==> src/shared/hfci_pkg.sv <==
// constants, fields and carriers of the buffer and checksum unit;
// assumes 8-bit register data and a 4-bit register address.
package hfci_pkg;

  // ------------------------------
  // register offsets
  // ------------------------------
  localparam logic [3:0] OFS_CONFIG     = 4'h0; // general_config_reg
  localparam logic [3:0] OFS_EVENT      = 4'h1; // event_flag_reg
  localparam logic [3:0] OFS_IRQ_EN     = 4'h2; // irq_enable_reg
  localparam logic [3:0] OFS_MISC_EVENT = 4'h3; // misc_event_flag_reg
  localparam logic [3:0] OFS_FAULT      = 4'h4; // fault_reg
  localparam logic [3:0] OFS_BUF_PORT   = 4'h5; // buffer_port_reg
  localparam logic [3:0] OFS_BUF_COUNT  = 4'h6; // buffer_count_reg
  localparam logic [3:0] OFS_THRESHOLD  = 4'h7; // threshold_reg
  localparam logic [3:0] OFS_STATE      = 4'h8; // primary_state_reg
  localparam logic [3:0] OFS_CRC_HI     = 4'h9; // checksum_result_reg high
  localparam logic [3:0] OFS_CRC_LO     = 4'hA; // checksum_result_reg low
  localparam logic [3:0] OFS_LEN_LOW    = 4'hB; // length_check_low_reg
  localparam logic [3:0] OFS_LEN_HIGH   = 4'hC; // length_check_high_reg
  localparam logic [3:0] OFS_CRC_CTRL   = 4'hD; // checksum start
  localparam logic [3:0] OFS_MISC_EN    = 4'hE; // misc event enables

  // ------------------------------
  // field positions
  // ------------------------------
  localparam int BIT_MSB_FIRST   = 7; // config: high_bit_leading
  localparam int BIT_CLEAR       = 7; // buffer_count_reg: buffer_clear
  localparam int BIT_CRC_START   = 0; // checksum control
  localparam int BIT_OVERRUN     = 4; // fault_reg: buffer_overrun_flag
  localparam int BIT_ST_NEAR_E   = 0; // primary_state_reg
  localparam int BIT_ST_NEAR_F   = 1;
  localparam int BIT_ST_CRC_FIN  = 5;
  localparam int BIT_ST_IRQ      = 4;
  localparam int BIT_CRC_FLAG    = 2; // misc_event_flag_reg

  // event_flag_reg / irq_enable_reg bit layout
  localparam int EV_TIMER = 0;
  localparam int EV_FAULT = 1;
  localparam int EV_NEAR_E = 2;
  localparam int EV_NEAR_F = 3;
  localparam int EV_IDLE = 4;
  localparam int EV_RX = 5;
  localparam int EV_TX = 6;

  // ------------------------------
  // reset values and checksum constants
  // ------------------------------
  localparam logic [7:0]  RST_CONFIG    = 8'h00;
  localparam logic [5:0]  RST_THRESHOLD = 6'h08;
  localparam logic [5:0]  RST_LEN       = 6'h00;
  localparam logic [15:0] CRC_PRESET0   = 16'h0000;
  localparam logic [15:0] CRC_PRESET1   = 16'h6363;
  localparam logic [15:0] CRC_PRESET2   = 16'hA671;
  localparam logic [15:0] CRC_PRESET3   = 16'hFFFF;
  localparam logic [15:0] CRC_POLY_MSB  = 16'h1021; // x^16+x^12+x^5+1
  localparam logic [15:0] CRC_POLY_LSB  = 16'h8408; // same, bit-reversed
  localparam logic [8:0]  LEN_NO_LIMIT  = 9'h100;   // max setting of zero

  // ------------------------------
  // types
  // ------------------------------
  typedef enum logic [0:0] {
    CRC_IDLE = 1'b0,
    CRC_RUN  = 1'b1
  } hfci_crc_e;

  typedef struct packed {
    logic timer_zero; // counter went from 1 to 0
    logic tx_done;    // data to end-of-frame transition
    logic cmd_idle;   // command returned to idle
  } hfci_ev_s;

  typedef struct packed {
    logic       valid; // one received byte
    logic       first; // this byte is the length byte
    logic       done;  // end of received data, no byte
    logic [7:0] data;
  } hfci_rx_s;

endpackage : hfci_pkg

==> src/design/hfci_top.sv <==
// byte buffer, checksum engine, length screening and event flags;
// assumes a strobe-port master and a receiver that never raises
// valid and done together.
//
// Function
// - accept only if length byte >= minimum x4.
// - accept only if length < maximum x4; zero means 256.
// - rejected packet skips buffer; receiver stays on.
// - checksum preset chosen by a two-bit field.
// - polynomial x^16+x^12+x^5+1; high and low bytes.
// - leading-bit setting picks msb or lsb first.
// - host write pushes, host read pops a byte.
// - seven-bit fill count is the pointer distance.
// - one buffer; host keeps off while engine runs.
// - clear resets pointers and count; overrun too, unless a write is lost in that cycle.
// - only the clear bit clears overrun.
// - near-full: 64-fill <= threshold; near-empty: fill <= it.
// - enabled near-full/empty rise raises irq.
// - enabled events show in status bit and irq.
// - countdown flag on timer going one to zero.
// - send-done flag on entering end-of-frame.
// - checksum-done flag with finished bit when drained.
// - receive-done flag at end of received data.
// - command-finished flag when command returns idle.
// - near flags set when status bits rise.
// - fault flag when any fault bit rises.
// - accepted packet: length byte first, error byte last.
//
// Design decisions made here: strobed register access and the address map.
module hfci_top #(
  parameter int DEPTH = 64 // buffer entries
) (
  input  wire logic              clk,      // system clock
  input  wire logic              rst,      // synchronous reset, high
  input  wire logic [3:0]        addr,     // register address
  input  wire logic [7:0]        wdata,    // register write data
  input  wire logic              we,       // write strobe
  input  wire logic              re,       // read strobe
  output logic [7:0]             rdata,    // read data, cycle after re
  input  wire hfci_pkg::hfci_ev_s ev,      // event pulses from the core
  input  wire logic [7:0]        fault_in, // transfer error bits, level
  input  wire hfci_pkg::hfci_rx_s rx,      // received bytes
  output logic                   pkt_drop, // packet rejected, pulse
  output logic                   irq       // interrupt request, high
);

  localparam int PW = $clog2(DEPTH);
  localparam logic [6:0] DEPTH_C = 7'(DEPTH);

  // ------------------------------
  // elaboration check
  // ------------------------------
  // seven-bit count and alert math assume 64 entries
  if (DEPTH != 64) begin : g_bad_depth
    $error("hfci_top: DEPTH must be 64");
  end

  // ------------------------------
  // functions
  // ------------------------------
  // one byte through the checksum, either bit order
  function automatic logic [15:0] crc_byte(input logic [15:0] c,
                                           input logic [7:0]  d,
                                           input logic        msb);
    logic [15:0] r;
    logic        fb;
    r = c;
    for (int i = 0; i < 8; i++) begin
      if (msb) begin
        fb = r[15] ^ d[7-i];
        r  = {r[14:0], 1'b0};
        if (fb) r = r ^ hfci_pkg::CRC_POLY_MSB;
      end else begin
        fb = r[0] ^ d[i];
        r  = {1'b0, r[15:1]};
        if (fb) r = r ^ hfci_pkg::CRC_POLY_LSB;
      end
    end
    return r;
  endfunction : crc_byte

  // preset selection
  function automatic logic [15:0] crc_preset(input logic [1:0] sel);
    logic [15:0] p;
    unique case (sel)
      2'h0: p = hfci_pkg::CRC_PRESET0;
      2'h1: p = hfci_pkg::CRC_PRESET1;
      2'h2: p = hfci_pkg::CRC_PRESET2;
      2'h3: p = hfci_pkg::CRC_PRESET3;
    endcase
    return p;
  endfunction : crc_preset

  // length byte screening
  function automatic logic len_ok(input logic [7:0] len,
                                  input logic [5:0] mn,
                                  input logic [5:0] mx);
    logic [8:0] lo;
    logic [8:0] hi;
    lo = {1'b0, mn, 2'h0};
    hi = (mx == 6'h00) ? hfci_pkg::LEN_NO_LIMIT : {1'b0, mx, 2'h0};
    return ({1'b0, len} >= lo) && ({1'b0, len} < hi);
  endfunction : len_ok

  // ------------------------------
  // state
  // ------------------------------
  logic [7:0]        mem_q [DEPTH];
  logic [PW:0]       wp_q;
  logic [PW:0]       rp_q;
  logic              ovf_q;
  logic [7:0]        config_q;
  logic [5:0]        thr_q;
  logic [5:0]        len_min_q;
  logic [5:0]        len_max_q;
  logic [6:0]        ev_flag_q;
  logic [6:0]        ev_en_q;
  logic              crc_flag_q;
  logic              crc_en_q;
  logic [15:0]       crc_q;
  logic              crc_fin_q;
  hfci_pkg::hfci_crc_e crc_st_q;
  logic              acc_q;
  logic              near_f_prev_q;
  logic              near_e_prev_q;
  logic [7:0]        fault_prev_q;
  logic [7:0]        rdata_q;
  logic              drop_q;
  logic              irq_q;

  // ------------------------------
  // decode and buffer arbitration
  // ------------------------------
  logic [6:0] count;
  logic       full;
  logic       empty;
  logic       busy;
  logic       flush;
  logic       rx_wr;
  logic [7:0] rx_wdat;
  logic       host_wr;
  logic       push;
  logic       do_push;
  logic       host_pop;
  logic       crc_pop;
  logic       pop;
  logic [7:0] fault_img;
  logic       near_f;
  logic       near_e;
  logic       rx_len_pass;

  // extra pointer bit tells full from empty
  assign count = 7'(wp_q - rp_q);
  assign full  = (count == DEPTH_C);
  assign empty = (count == 7'h00);
  assign busy  = (crc_st_q == hfci_pkg::CRC_RUN);
  assign flush = we && (addr == hfci_pkg::OFS_BUF_COUNT)
                 && wdata[hfci_pkg::BIT_CLEAR];
  assign fault_img = {fault_in[7:5], ovf_q, fault_in[3:0]};

  // receiver push decided at the length byte
  assign rx_len_pass = len_ok(rx.data, len_min_q, len_max_q);
  assign rx_wr   = (rx.valid && (rx.first ? rx_len_pass : acc_q))
                   || (rx.done && acc_q);
  assign rx_wdat = rx.done ? fault_img : rx.data;

  // host loses to engine and receiver
  assign host_wr  = we && (addr == hfci_pkg::OFS_BUF_PORT) && !busy
                    && !rx_wr;
  assign push     = rx_wr || host_wr;
  assign do_push  = push && !full;
  assign host_pop = re && (addr == hfci_pkg::OFS_BUF_PORT) && !busy
                    && !empty;
  assign crc_pop  = busy && !empty;
  assign pop      = host_pop || crc_pop;

  // watermark comparisons, both kept in seven bits
  assign near_f = ((DEPTH_C - count) <= {1'b0, thr_q});
  assign near_e = (count <= {1'b0, thr_q});

  // ------------------------------
  // buffer storage and pointers
  // ------------------------------
  // no reset: stale bytes sit behind the pointers
  always_ff @(posedge clk) begin
    if (do_push) begin
      mem_q[wp_q[PW-1:0]] <= host_wr ? wdata : rx_wdat;
    end
  end

  // pointers; clear takes priority over a same-cycle push or pop
  always_ff @(posedge clk) begin
    if (rst || flush) begin
      wp_q <= '0;
      rp_q <= '0;
    end else begin
      if (do_push) wp_q <= wp_q + 1'b1;
      if (pop)     rp_q <= rp_q + 1'b1;
    end
  end

  // overrun: a lost write beats a same-cycle clear
  always_ff @(posedge clk) begin
    if (rst) begin
      ovf_q <= 1'b0;
    end else if (push && full) begin
      ovf_q <= 1'b1;
    end else if (flush) begin
      ovf_q <= 1'b0;
    end
  end

  // ------------------------------
  // configuration registers
  // ------------------------------
  always_ff @(posedge clk) begin
    if (rst) begin
      config_q  <= hfci_pkg::RST_CONFIG;
      thr_q     <= hfci_pkg::RST_THRESHOLD;
      len_min_q <= hfci_pkg::RST_LEN;
      len_max_q <= hfci_pkg::RST_LEN;
      ev_en_q   <= 7'h00;
      crc_en_q  <= 1'b0;
    end else if (we) begin
      unique case (addr)
        hfci_pkg::OFS_CONFIG:    config_q  <= wdata;
        hfci_pkg::OFS_THRESHOLD: thr_q     <= wdata[5:0];
        hfci_pkg::OFS_LEN_LOW:   len_min_q <= wdata[5:0];
        hfci_pkg::OFS_LEN_HIGH:  len_max_q <= wdata[5:0];
        hfci_pkg::OFS_IRQ_EN:    ev_en_q   <= wdata[6:0];
        hfci_pkg::OFS_MISC_EN:   crc_en_q  <= wdata[hfci_pkg::BIT_CRC_FLAG];
        default: ;
      endcase
    end
  end

  // ------------------------------
  // length screening
  // ------------------------------
  // a reject drops bytes only; receiver runs on
  always_ff @(posedge clk) begin
    if (rst) begin
      acc_q  <= 1'b0;
      drop_q <= 1'b0;
    end else begin
      drop_q <= rx.valid && rx.first && !rx_len_pass;
      if (rx.valid && rx.first) begin
        acc_q <= rx_len_pass;
      end else if (rx.done) begin
        acc_q <= 1'b0;
      end
    end
  end

  // ------------------------------
  // checksum coprocessor
  // ------------------------------
  // one byte a cycle; the engine drains what it checks
  always_ff @(posedge clk) begin
    if (rst) begin
      crc_st_q  <= hfci_pkg::CRC_IDLE;
      crc_q     <= hfci_pkg::CRC_PRESET0;
      crc_fin_q <= 1'b0;
    end else begin
      unique case (crc_st_q)
        hfci_pkg::CRC_IDLE: begin
          if (we && (addr == hfci_pkg::OFS_CRC_CTRL)
              && wdata[hfci_pkg::BIT_CRC_START]) begin
            crc_q     <= crc_preset(config_q[1:0]);
            crc_fin_q <= 1'b0;
            crc_st_q  <= hfci_pkg::CRC_RUN;
          end
        end
        hfci_pkg::CRC_RUN: begin
          if (empty) begin
            crc_fin_q <= 1'b1;
            crc_st_q  <= hfci_pkg::CRC_IDLE;
          end else begin
            crc_q <= crc_byte(crc_q, mem_q[rp_q[PW-1:0]],
                              config_q[hfci_pkg::BIT_MSB_FIRST]);
          end
        end
      endcase
    end
  end

  // ------------------------------
  // event flags
  // ------------------------------
  logic [6:0] ev_set;
  logic [6:0] ev_clr;
  logic       crc_set;
  logic       crc_clr;

  // edges, so a level never re-raises a cleared flag
  always_ff @(posedge clk) begin
    if (rst) begin
      near_f_prev_q <= 1'b0;
      near_e_prev_q <= 1'b0;
      fault_prev_q  <= 8'h00;
    end else begin
      near_f_prev_q <= near_f;
      near_e_prev_q <= near_e;
      fault_prev_q  <= fault_img;
    end
  end

  // set sources, and write-one-to-clear from the host
  always_comb begin
    ev_set = 7'h00;
    ev_set[hfci_pkg::EV_TIMER]  = ev.timer_zero;
    ev_set[hfci_pkg::EV_TX]     = ev.tx_done;
    ev_set[hfci_pkg::EV_RX]     = rx.done;
    ev_set[hfci_pkg::EV_IDLE]   = ev.cmd_idle;
    ev_set[hfci_pkg::EV_NEAR_F] = near_f && !near_f_prev_q;
    ev_set[hfci_pkg::EV_NEAR_E] = near_e && !near_e_prev_q;
    ev_set[hfci_pkg::EV_FAULT]  = |(fault_img & ~fault_prev_q);
    ev_clr  = (we && addr == hfci_pkg::OFS_EVENT) ? wdata[6:0] : 7'h00;
    crc_set = busy && empty;
    crc_clr = we && (addr == hfci_pkg::OFS_MISC_EVENT)
              && wdata[hfci_pkg::BIT_CRC_FLAG];
  end

  // sticky until cleared; a set in the clearing cycle wins
  always_ff @(posedge clk) begin
    if (rst) begin
      ev_flag_q  <= 7'h00;
      crc_flag_q <= 1'b0;
    end else begin
      ev_flag_q  <= (ev_flag_q & ~ev_clr) | ev_set;
      crc_flag_q <= (crc_flag_q && !crc_clr) || crc_set;
    end
  end

  // pin follows any enabled pending flag
  logic irq_any;
  assign irq_any = |(ev_flag_q & ev_en_q) || (crc_flag_q && crc_en_q);

  always_ff @(posedge clk) begin
    if (rst) begin
      irq_q <= 1'b0;
    end else begin
      irq_q <= irq_any;
    end
  end

  // ------------------------------
  // read path
  // ------------------------------
  logic [7:0] rd_mux;

  always_comb begin
    rd_mux = 8'h00;
    unique case (addr)
      hfci_pkg::OFS_CONFIG:     rd_mux = config_q;
      hfci_pkg::OFS_EVENT:      rd_mux = {1'b0, ev_flag_q};
      hfci_pkg::OFS_IRQ_EN:     rd_mux = {1'b0, ev_en_q};
      hfci_pkg::OFS_MISC_EVENT: rd_mux[hfci_pkg::BIT_CRC_FLAG] = crc_flag_q;
      hfci_pkg::OFS_MISC_EN:    rd_mux[hfci_pkg::BIT_CRC_FLAG] = crc_en_q;
      hfci_pkg::OFS_FAULT:      rd_mux = fault_img;
      // empty read gives zero, no pop
      hfci_pkg::OFS_BUF_PORT:
        rd_mux = empty ? 8'h00 : mem_q[rp_q[PW-1:0]];
      hfci_pkg::OFS_BUF_COUNT:  rd_mux = {1'b0, count};
      hfci_pkg::OFS_THRESHOLD:  rd_mux = {2'h0, thr_q};
      hfci_pkg::OFS_STATE: begin
        rd_mux[hfci_pkg::BIT_ST_NEAR_E]  = near_e;
        rd_mux[hfci_pkg::BIT_ST_NEAR_F]  = near_f;
        rd_mux[hfci_pkg::BIT_ST_IRQ]     = irq_any;
        rd_mux[hfci_pkg::BIT_ST_CRC_FIN] = crc_fin_q;
      end
      hfci_pkg::OFS_CRC_HI:     rd_mux = crc_q[15:8];
      hfci_pkg::OFS_CRC_LO:     rd_mux = crc_q[7:0];
      hfci_pkg::OFS_LEN_LOW:    rd_mux = {2'h0, len_min_q};
      hfci_pkg::OFS_LEN_HIGH:   rd_mux = {2'h0, len_max_q};
      default:                  rd_mux = 8'h00;
    endcase
  end

  // data stands one cycle after the strobe
  always_ff @(posedge clk) begin
    if (rst) begin
      rdata_q <= 8'h00;
    end else begin
      rdata_q <= re ? rd_mux : 8'h00;
    end
  end

  assign rdata    = rdata_q;
  assign pkt_drop = drop_q;
  assign irq      = irq_q;

endmodule : hfci_top

==> config.mk <==
export PLATFORM = sky130hd
export DESIGN_NAME = hfci_top
export DESIGN_NICKNAME = d
export VERILOG_FILES = /design/src/shared/hfci_pkg.sv /design/src/design/hfci_top.sv
export SDC_FILE = /design/constraint.sdc
export NUM_CORES = 1
export LEC_CHECK = 0
export ABC_AREA = 1
export BUFFER_PORTS_ARGS = -buffer_cell sky130_fd_sc_hd__buf_2
export CAP_MARGIN = 10
export CELL_PAD_IN_SITES_DETAIL_PLACEMENT = 0
export CELL_PAD_IN_SITES_GLOBAL_PLACEMENT = 2
export CORE_ASPECT_RATIO = 1.25
export CORE_MARGIN = 1
export CORE_UTILIZATION = 32
export CTS_BUF_LIST = sky130_fd_sc_hd__clkbuf_2 sky130_fd_sc_hd__clkbuf_4 sky130_fd_sc_hd__clkbuf_8
export CTS_CLUSTER_SIZE = 12
export DETAILED_ROUTE_END_ITERATION = 12
export PLACE_DENSITY = 0.62
export SLEW_MARGIN = 5
export SYNTH_ARGS = -nofsm -noshare
export SYNTH_HDL_FRONTEND = slang
export SYNTH_SLANG_ARGS = --single-unit
==> constraint.sdc <==
create_clock -name clk -period 6.4 [get_ports clk]
set_input_delay 0.32 -clock clk [delete_from_list [all_inputs] [get_ports clk]]
set_output_delay 0.32 -clock clk [all_outputs]
set_load 0.02 [all_outputs]
=== Word-level counts from Yosys, hierarchy flattened ===
Memories as Yosys holds them, arrays and structs flattened. A register that Yosys moved wholly into a read port is not among the register bits.
Cells that the tools add are included.

* Add/subtract/negate cells: 4
* Order comparisons: 4
* Equality and inequality tests: 21
* Mux-type cells: 74
* Bitwise gates (word level): 40
* Reduce and logical (&&, ||, !) cells: 57

{| class="wikitable"
|+ Operators with widths
! kind !! count
|-
| two-way mux 16 bit || 39
|-
| two-way mux 13 bit || 8
|-
| one-hot mux 16 bit (4 select lines) || 1
|-
| one-hot mux 2 bit (12 select lines) || 2
|-
| one-hot mux 16 bit (2 select lines) || 1
|-
| == test 4 bit (second input constant) || 7
|-
| logical AND 1 bit || 26
|-
| two-way mux 8 bit || 3
|-
| inverter 2 -> 3 bit || 8
|-
| inverter 3 bit || 8
|-
| == test 4 x 3 -> 1 bit (second input constant) || 4
|-
| one-hot mux 2 bit (8 select lines) || 1
|-
| AND reduction 2 bit || 8
|-
| XOR 1 bit || 16
|-
| adder 7 x 1 -> 7 bit (second input constant) || 2
|-
| AND 7 bit || 2
|-
| <= comparator 7 x 6 -> 1 bit || 2
|-
| one-hot mux 1 bit (13 select lines) || 1
|-
| two-way mux 6 bit || 2
|-
| two-way mux 1 bit || 11
|-
| one-hot mux 1 bit (11 select lines) || 1
|-
| less-than comparator 8 x 9 -> 1 bit || 1
|-
| two-way mux 9 bit || 1
|-
| AND 8 bit || 1
|-
| 26 further kinds || 44
|}

* Register bits: 96
* Memory bits (writable): 512
* Output and inout port bits: 10
* Word-level logic and storage cells: 222
* Memories kept: 1

{| class="wikitable"
|+ Memory list
! memory !! words !! bits a word !! read ports !! clocked after memory_dff !! write ports !! line !! text
|-
| mem_q || 64 || 8 || 1 || 1 || 1 || hfci_top.sv:108 || <nowiki>logic [7:0] mem_q [DEPTH];</nowiki>
|}

=== Depth between registers and ports, before layout ===
Gate-level depths: netlist of the first run.

* Depth after elaboration: 47
* Mapped depth: 33

=== Worst setup path after synthesis of the first run ===
No wires, ideal clock.

* Kind: in2reg
* Start point: in rx[2] (netlist bit)
* End point: mem mem_q[0][6] (data pin)
* Setup time: 0.702 ns
* Arrival time: 4.667 ns
* Data required time: 5.698 ns
* Path slack: 1.031 ns
* Stages on the path: 13
* Path buffers: 1
* Path through: inv_1 ha_1 or3b_2 a21boi_0 o21a_1 o21a_1 o21a_1 o21a_1 o22ai_1 or2_2 nand3b_1 clkbuf_1 o21ai_0

* Longest elaborated chain between the ends: 8
* Elaborated cells between the ends (all ways): 9
* Those cells by class: 2 x order compare; 2 x mux; 5 x reduce/logical

{| class="wikitable"
|+ Ends and longest elaborated chain
! element !! line !! text
|-
| start, declared || hfci_top.sv:42 || <nowiki>input wire hfci_pkg::hfci_rx_s rx,</nowiki>
|-
| less-than comparator 8 x 9 -> 1 bit or greater-or-equal comparator 8 bit (tied branches) || hfci_top.sv:102 || <nowiki>return ({1'b0, len} >= lo) && ({1'b0, len} < hi);</nowiki>
|-
| logical AND 1 bit (*) || hfci_top.sv:102 ||
|-
| two-way mux 1 bit (*) || hfci_top.sv:163 || <nowiki>assign rx_wr = (rx.valid && (rx.first ? rx_len_pass : acc_q))</nowiki>
|-
| logical AND 1 bit (*) || hfci_top.sv:163 ||
|-
| logical OR 1 bit (*) || hfci_top.sv:164 || <nowiki>|| (rx.done && acc_q);</nowiki>
|-
| logical NOT 1 bit (*) || hfci_top.sv:169 || <nowiki>&& !rx_wr;</nowiki>
|-
| logical AND 1 bit (*) || hfci_top.sv:169 ||
|-
| two-way mux 8 bit (*) || hfci_top.sv:187 || <nowiki>mem_q[wp_q[PW-1:0]] <= host_wr ? wdata : rx_wdat;</nowiki>
|-
| end, declared || hfci_top.sv:108 ||
|}

Every way passes the cells marked *; elsewhere a longest branch is shown, timed or not.

=== Worst setup path in the final report of the first run ===
* Start point: reg wp_q[0]
* End point: mem mem_q[29][5] (enable)

* Longest elaborated chain between the ends: 6

{| class="wikitable"
|+ Ends and longest elaborated chain
! element !! line !! text
|-
| start, declared || hfci_top.sv:109 || <nowiki>logic [PW:0] wp_q;</nowiki>
|-
| start signal, assigned || hfci_top.sv:197 || <nowiki>if (do_push) wp_q <= wp_q + 1'b1;</nowiki>
|-
| subtractor 7 bit || hfci_top.sv:153 || <nowiki>assign count = 7'(wp_q - rp_q);</nowiki>
|-
| == test 7 bit || hfci_top.sv:154 || <nowiki>assign full = (count == DEPTH_C);</nowiki>
|-
| logical NOT 1 bit || hfci_top.sv:171 || <nowiki>assign do_push = push && !full;</nowiki>
|-
| logical AND 1 bit || hfci_top.sv:171 ||
|-
| two-way mux 1 bit || hfci_top.sv:186 || <nowiki>if (do_push) begin</nowiki>
|-
| two-way mux 1 bit || hfci_top.sv:187 ||
|}

Several ways; a longest one is shown, not always the timed one.

==> results.md, run 1 <==
* Status: finished clean
* Psw at 0.00221 W
* Max frequency at between 0.2 and 0.25 GHz
* Final hold violations at 0
* Synth-to-layout area growth at 14.6%
* GPL Wtd Cong at around 0.9
* Post-CTS Setup Bufs at 0
* Max_slew headroom at between 15 and 20%
* CP required at around 6.7 ns
* Clock power frac at ~40%
* Routed wl met2 at about 44000 microns
* Fin cells at 3827
* Cell variety after synth at 48
* Largest cells by area after synthesis: edfxtp_1 57%, dfxtp_1 7.6%, nor2_1 4.9%
* Sw frac at around a quarter
* WP data arrival at between 5 and 6 ns
* Tcrit/Tclk final at 76.1%
* Hold_ws at 0.112 ns
* Starting Density at ~32%
* Worst min path class: in2reg
* Inst Count DP at ~3600
* Met3 WL at between 3000 and 4000 microns
* Post-synth ARST share at 0%
* Post-synth EDFFs at ~510
* Count leader, synth: edfxtp_1
* Sequential area share after synthesis at around two thirds
* Ratio of cells with drive above 1 in the final layout at 12.8%
* Max Buffers Root-to-Sink at 3
* Post-synth top area cell: edfxtp_1
* Number of port buffers at between 40 and 50
* Syn Nets at ~2600
* Post-route minimum period at 4.87 ns
* Nets at ~2700
* FP Rows at 118
* Final HPWL DP at roughly 55000 microns
* Largest net degree at the start of global routing at about 140
* Peak supply drop at between 0.1 and 0.15 mV
* Crit Path Category: reg2reg
* Setup TNS at 0 ns
* Initial DRC Count at 1135
* Wire length per cell at 22.8 microns
* Top_reg_cell synth: edfxtp_1
* CTS H-tree lvls at 3
* Post-Route M1 WL at 36700 microns
* Int Power at around 0.0065 W
* Root buffer cell: clkbuf_8
* Vias at 19600
* Syn_area_per_cell at approximately 11 sq um
* Total gr overflow at 0
* Final setup viols at 0
* # DRC at 0
* Clock Pin Slew Worst Setup and Hold Paths at approximately 0.06 ns
* Top cell type's share of synthesized area at between 50% and 60%
* Clk Latency, worst-skew pair at 0.70 ns
* Routed vias/inst at between 5 and 6
* # resized after CTS at 0
* Leakage power at about 11 nW
* Num CTS Buffers at between 100 and 150
* Crit path max fanout at 8
* Gate Count Post-Synth at approximately 2500
* Combinational share of power at slightly above 9%
* P per Cell Area at around 280 nW/um^2
* Mapped Area at between 20000 and 30000 sq um
* Number of top-level pins at 48
* DIE HEIGHT at 326 microns
* Tot Pwr at approximately 0.0087 W
* CP endpoint kind: register
* Die X at approximately 260 microns
* Initial antenna violation count at 1
* Clk sinks at 614
* DRT Pass-1 Iters at 5
* Synth top cells by count: 512 x edfxtp_1, 349 x nor2_1, 344 x nand2_1
* Max cap viols at 0
* Startpoint Class: register
* Ys Warns at 0
* Total GRT Usage at approximately a fifth
* Worst Skew at ~0.022 ns
* RSZ-0062 raised after global routing: no
* Worst-Margin Slew at 1.27 ns
* Antenna Nets Post-Route at 0
* Routed Wire Length at slightly below 90000 microns
* CTS Hold Bufs at 23
* Slew Limit Fails at 0
* DIE AREA at 85200 sq um
* Number of global-route vias before repair at roughly 20000
* Global-route wire length before repair at between 100000 and 150000 microns
* Core Box Area at approximately 83000 sq um
* TritonCTS clock tree: built
* Seq pwr share at between 50% and 60%
* Top sig layer: met4
* Yosys reg bits at 614
[logic make-up after synthesis]
family,count (synthesis),synth area share [%]
compound gates,613,12.8
buf+inv,288,5.17
simple gates,966,15.2
xor+xnor,16,0.549
flops,614,64.7
fa+ha+maj,32,1.52
[power groups by stage]
stage	Clock (W)	Sequential (W)	Combinational [W]
floorplan	0	0.00451	0.000506
global placement	0	0.00451	0.000794
detailed placement	0	0.00451	0.000802
CTS	0.00358	0.00442	0.000815
global route	0.00373	0.00442	0.000893
finish	0.00348	0.00442	0.000801
[registers in the layout, summed over array words and instances, names as in the netlist, 6 cells and up, named ones only]
register and flops:
config_q 8, crc_q 16, ev_en_q 7, ev_flag_q 7
fault_prev_q 8, len_max_q 6, len_min_q 6, mem_q 512
rdata 8, rp_q 7, thr_q 6, wp_q 7
[cell usage in the layout (no fill, tap or decap), types with 5 or more instances in the layout]
master,instances
nand2_2,9
ha_1,31
a221oi_1,16
edfxtp_1,512
clkinv_1,30
dfxtp_1,99
o221ai_1,7
nor3_1,8
o21ai_4,5
nand2_1,344
nand3_2,13
or2_2,5
xor2_1,12
dlygate4sd3_1,23
inv_1,147
nor4_1,6
clkbuf_4,27
buf_12,6
nor2_1,349
buf_2,46
o21ai_1,74
o211ai_1,21
clkinv_2,15
o22ai_1,122
o21ai_0,242
clkbuf_8,110
a21oi_1,96
nand4_1,7
buf_4,86
nand3_1,218
[routing by layer]
| layer | track usage (%) | vias to the layer above |
|---|---|---|
| li1 | - | 9342 |
| met1 | 25.6 | 9654 |
| met2 | 36.1 | 442 |
| met3 | 2.61 | 131 |
| met4 | 8.37 | 0 |
| met5 | 0 | - |
[layout make-up]
class	count	area (sq um)
timing repair buffer	161	1230
inverter	156	596
clock inverter	50	307
multi-input combinational	1627	8190
tap	1080	1350
antenna	2	5.00
sequential	614	17400
clock buffer	137	1720
fill	8426	52200
[worst paths after layout]
| check | end | from | slack [ns] | depth (start not counted) |
|---|---|---|---|---|
| worst max-delay path | mem_q[29][5] | wp_q[0] | 1.53 | 18 |
| worst min-delay path | crc_en_q | addr[2] | 0.11 | 5 |
| worst max register to register | mem_q[29][5] | wp_q[0] | 1.53 | 18 |
| worst min register to register | ev_flag_q[3] | near_f_prev_q | 0.42 | 1 |
[worst max-delay path, stage by stage, from the launching register on]
cell and delay, ns:
dfxtp_1 0.32, inv_1 0.18, ha_1 0.18, inv_1 0.06, fa_1 0.39, or2_2 0.31, nand2_1 0.24, nor2_1 0.08
nand2_1 0.10, nor2_1 0.04, inv_1 0.08, nor2_1 0.05, inv_1 0.11, nor2_1 0.10, inv_1 0.09, nand2_1 0.16
nor2_1 0.26, nand3_1 0.76, nor2_1 0.96
[stage by stage]
step | setup slack [ns] | cell area [sq um] | util, %
final | 1.53 | 30800 | 37.1
after detailed placement | 1.43 | 28600 | 34.4
after floorplan | 1.03 | 26900 | -
after global routing | 1.01 | 30800 | 37.1
after CTS | 1.47 | 30800 | 37.1
after global placement | 1.42 | 28600 | 34.4
No activity file was read; power rests on OpenSTA's default activity.
==> run 2, diff against run 1 <==
--- a/config.mk
+++ b/config.mk
@@ -5,7 +5,7 @@
 export SDC_FILE = /design/constraint.sdc
 export NUM_CORES = 1
 export LEC_CHECK = 0
-export ABC_AREA = 1
+export ABC_AREA = 0
 export BUFFER_PORTS_ARGS = -buffer_cell sky130_fd_sc_hd__buf_2
 export CAP_MARGIN = 10
 export CELL_PAD_IN_SITES_DETAIL_PLACEMENT = 0
@@ -16,7 +16,7 @@
 export CTS_BUF_LIST = sky130_fd_sc_hd__clkbuf_2 sky130_fd_sc_hd__clkbuf_4 sky130_fd_sc_hd__clkbuf_8
 export CTS_CLUSTER_SIZE = 12
 export DETAILED_ROUTE_END_ITERATION = 12
-export PLACE_DENSITY = 0.62
+export PLACE_DENSITY = 0.59
 export SLEW_MARGIN = 5
 export SYNTH_ARGS = -nofsm -noshare
 export SYNTH_HDL_FRONTEND = slang
==> constraint.sdc (replaced) <==
create_clock -name clk -period 4.4 [get_ports clk]
set_input_delay 0.22 -clock clk [delete_from_list [all_inputs] [get_ports clk]]
set_output_delay 0.22 -clock clk [all_outputs]
set_load 0.02 [all_outputs]
==> results.md, run 2 <==
* Tcrit/Tclk final at 92.0%
* Starting Density at about a third
* Mapped Area at about 26000 sq um
* Status: finished clean
* Post-synth top area cell: edfxtp_1
* Final HPWL DP at ~53000 microns
* Worst Skew at 0.0470 ns
* Antenna Nets Post-Route at 0
* Clk sinks at 614
* Top cell type's share of synthesized area at between 50% and 60%
* Vias at between 15000 and 20000
* Setup Slack @ Placement at roughly 0.28 ns
* Total gr overflow at 0
* Post-CTS Setup Bufs at 0
* Gate Count Post-Synth at between 1500 and 2000
* Peak supply drop at 0.242 mV
* Met3 WL at about 2900 microns
* Clk Latency, worst-skew pair at 0.72 ns
* Number of port buffers at 46
* Largest register FFs at 512
* Max_slew headroom at between 20% and 30%
* Post-route cell area at around 31000 sq um
* Wire length per cell at roughly 26 microns
* Largest cells by area after synthesis: edfxtp_1 58%, mux4_2 11%, dfxtp_1 7.7%
* Routed vias/inst at between 5 and 6
* Initial DRC Count at around 1200
* Max frequency at around 0.25 GHz
* DIE HEIGHT at about 320 microns
* Total GRT Usage at slightly below 20%
* Final setup viols at 0
* Cell variety after synth at 75
* Post-synth EDFFs at between 500 and 600
* Post-synth ARST share at 0%
* Number of top-level pins at between 40 and 50
* Synth top cells by count: 512 x edfxtp_1, 134 x mux4_2, 125 x nor2_1
* Clock Pin Slew Worst Setup and Hold Paths at approximately 0.06 ns
* PnR worst setup slack at around 0.35 ns
* DRT Pass-1 Iters at 5
* Crit Path Category: reg2reg
* Top_reg_cell synth: edfxtp_1
* Largest net degree at the start of global routing at 65
* RSZ-0062 raised after global routing: no
* Max cap viols at 0
* Die X at 259 microns
* # DRC at 0
* Commonest non-fill, non-tap cell in the layout: edfxtp_1
* Post-Route M1 WL at between 30000 and 40000 microns
* Synth-to-layout area growth at 18.0%
* WP data arrival at approximately 4.5 ns
* Global-route wire length before repair at approximately 120000 microns
* Setup TNS at 0 ns
* Max Buffers Root-to-Sink at 3
* Worst-Margin Slew at between 1 and 1.5 ns
* # resized after CTS at 0
* Routed wl met2 at 40600 microns
* Initial antenna violation count at 1
* Final hold violations at 0
* CP endpoint kind: register
* Num CTS Buffers at 100
* Nets at 1944
* CP required at 4.85 ns
* Post-route minimum period at a little over 4 ns
* P per Cell Area at 407 nW/um^2
* Syn_area_per_cell at approximately 16 sq um
* Most frequent cells in the layout: 512 x edfxtp_1, 134 x mux4_2, 125 x nor2_1, 112 x buf_4, 106 x clkbuf_8
* Number of global-route vias before repair at 16300
* FP Rows at approximately 120
* Yosys reg bits at between 600 and 700
* CTS H-tree lvls at 3
* TritonCTS clock tree: built
* Routed Wire Length at slightly below 80000 microns
* Top sig layer: met4
* Slew Limit Fails at 0
* Slack of the worst reg-to-reg path at roughly 0.35 ns
* Startpoint Class: register
* Post-Route Utilization at a little under two fifths
* Syn Nets at approximately 1700
* Crit path max fanout at 8
* Ratio of cells with drive above 1 in the final layout at between 20% and 30%
* Ys Warns at 0
* Leakage power at 10.2 nW
* Core Box Area at between 80000 and 90000 sq um
* Count leader, synth: edfxtp_1
* Root buffer cell: clkbuf_8
* DIE AREA at 83600 sq um
* Worst min path class: in2reg
* GPL Wtd Cong at roughly 0.86
* Sequential area share after synthesis at roughly 66%
* Area after DPL at ~29000 sq um
[run 2: cell types whose count changed in the layout (fill, tap and decap cells not counted), sizes merged, moves of 30 or more]
cell   delta
buf      +32
a21oi    -46
nand3   -202
mux2i    +93
nor2    -224
nor3     +33
inv     -103
xnor2    +45
nand2   -292
o21ai   -280
a22oi    +30
mux4    +134
o22ai   -117
[run 2: where the power goes]
group | internal (W) | switching, W
Clock | 0.00306 | 0.00236
Combinational | 0.000311 | 0.000558
Sequential | 0.00638 | 0.0000295
Total | 0.00974 | 0.00294
[run 2: path summary, 6_finish.rpt]
kind                                  start            to  depth (start not counted)
worst max-delay path                wp_q[0]  mem_q[49][5]                         16
worst min-delay path                  rx[7]      pkt_drop                          5
worst max register to register      wp_q[0]  mem_q[49][5]                         16
worst min register to register  config_q[2]   config_q[2]                          2
[run 2: critical path, cell delays in order (launching register included)]
cell	delay (ns)
dfxtp_1	0.31
inv_1	0.15
ha_1	0.19
inv_1	0.05
fa_1	0.52
inv_1	0.09
ha_1	0.18
inv_1	0.04
or2_2	0.30
or3_1	0.38
a211o_1	0.33
o211ai_1	0.21
buf_4	0.21
or3_1	0.32
buf_4	0.24
nor2_1	0.05
buf_4	0.20
[run 2: metrics by stage]
step	hold slack, ns	cells	total power [W]
6_report	0.146	3031	0.0127
5_1_grt	0.0996	3031	0.0132
3_3_place_gp	0.427	2810	0.00738
3_5_place_dp	0.432	2810	0.00739
2_1_floorplan	0.337	1661	0.00701
4_1_cts	0.0453	3029	0.0129
[run 2: final cells by class]
| type | count | area (sq um) |
|---|---|---|
| multi-input cells | 904 | 8370 |
| repair buffers | 203 | 1640 |
| diodes | 2 | 5.00 |
| flip-flops and latches | 614 | 17400 |
| well taps | 1071 | 1340 |
| inverters | 51 | 191 |
| fillers | 7692 | 50400 |
| clock buffers | 126 | 1610 |
| clock inverters | 60 | 562 |
[run 2: repair_timing]
item,CTS,global route
endpoints found under the setup margin,0,0
hold buffers,33,0
hold endpoints to repair,57,0
[run 2: cell families (layout without fill, tap and decap cells)]
family,Yosys count,after routing,synth area share (%)
buf+inv,143,440,2.47
compound gates,215,215,5.52
flops,614,614,66.0
xor+xnor,68,68,2.45
mux,249,249,15.9
other cells,0,2,0
fa+ha+maj,32,32,1.55
simple gates,340,340,6.08
[run 2: metal layers]
metal / up-vias / GRT usage, %
met5: - / 0
met4: 0 / 7.57
met1: 7860 / 23.5
met2: 361 / 34.0
li1: 6959 / -
met3: 129 / 2.78
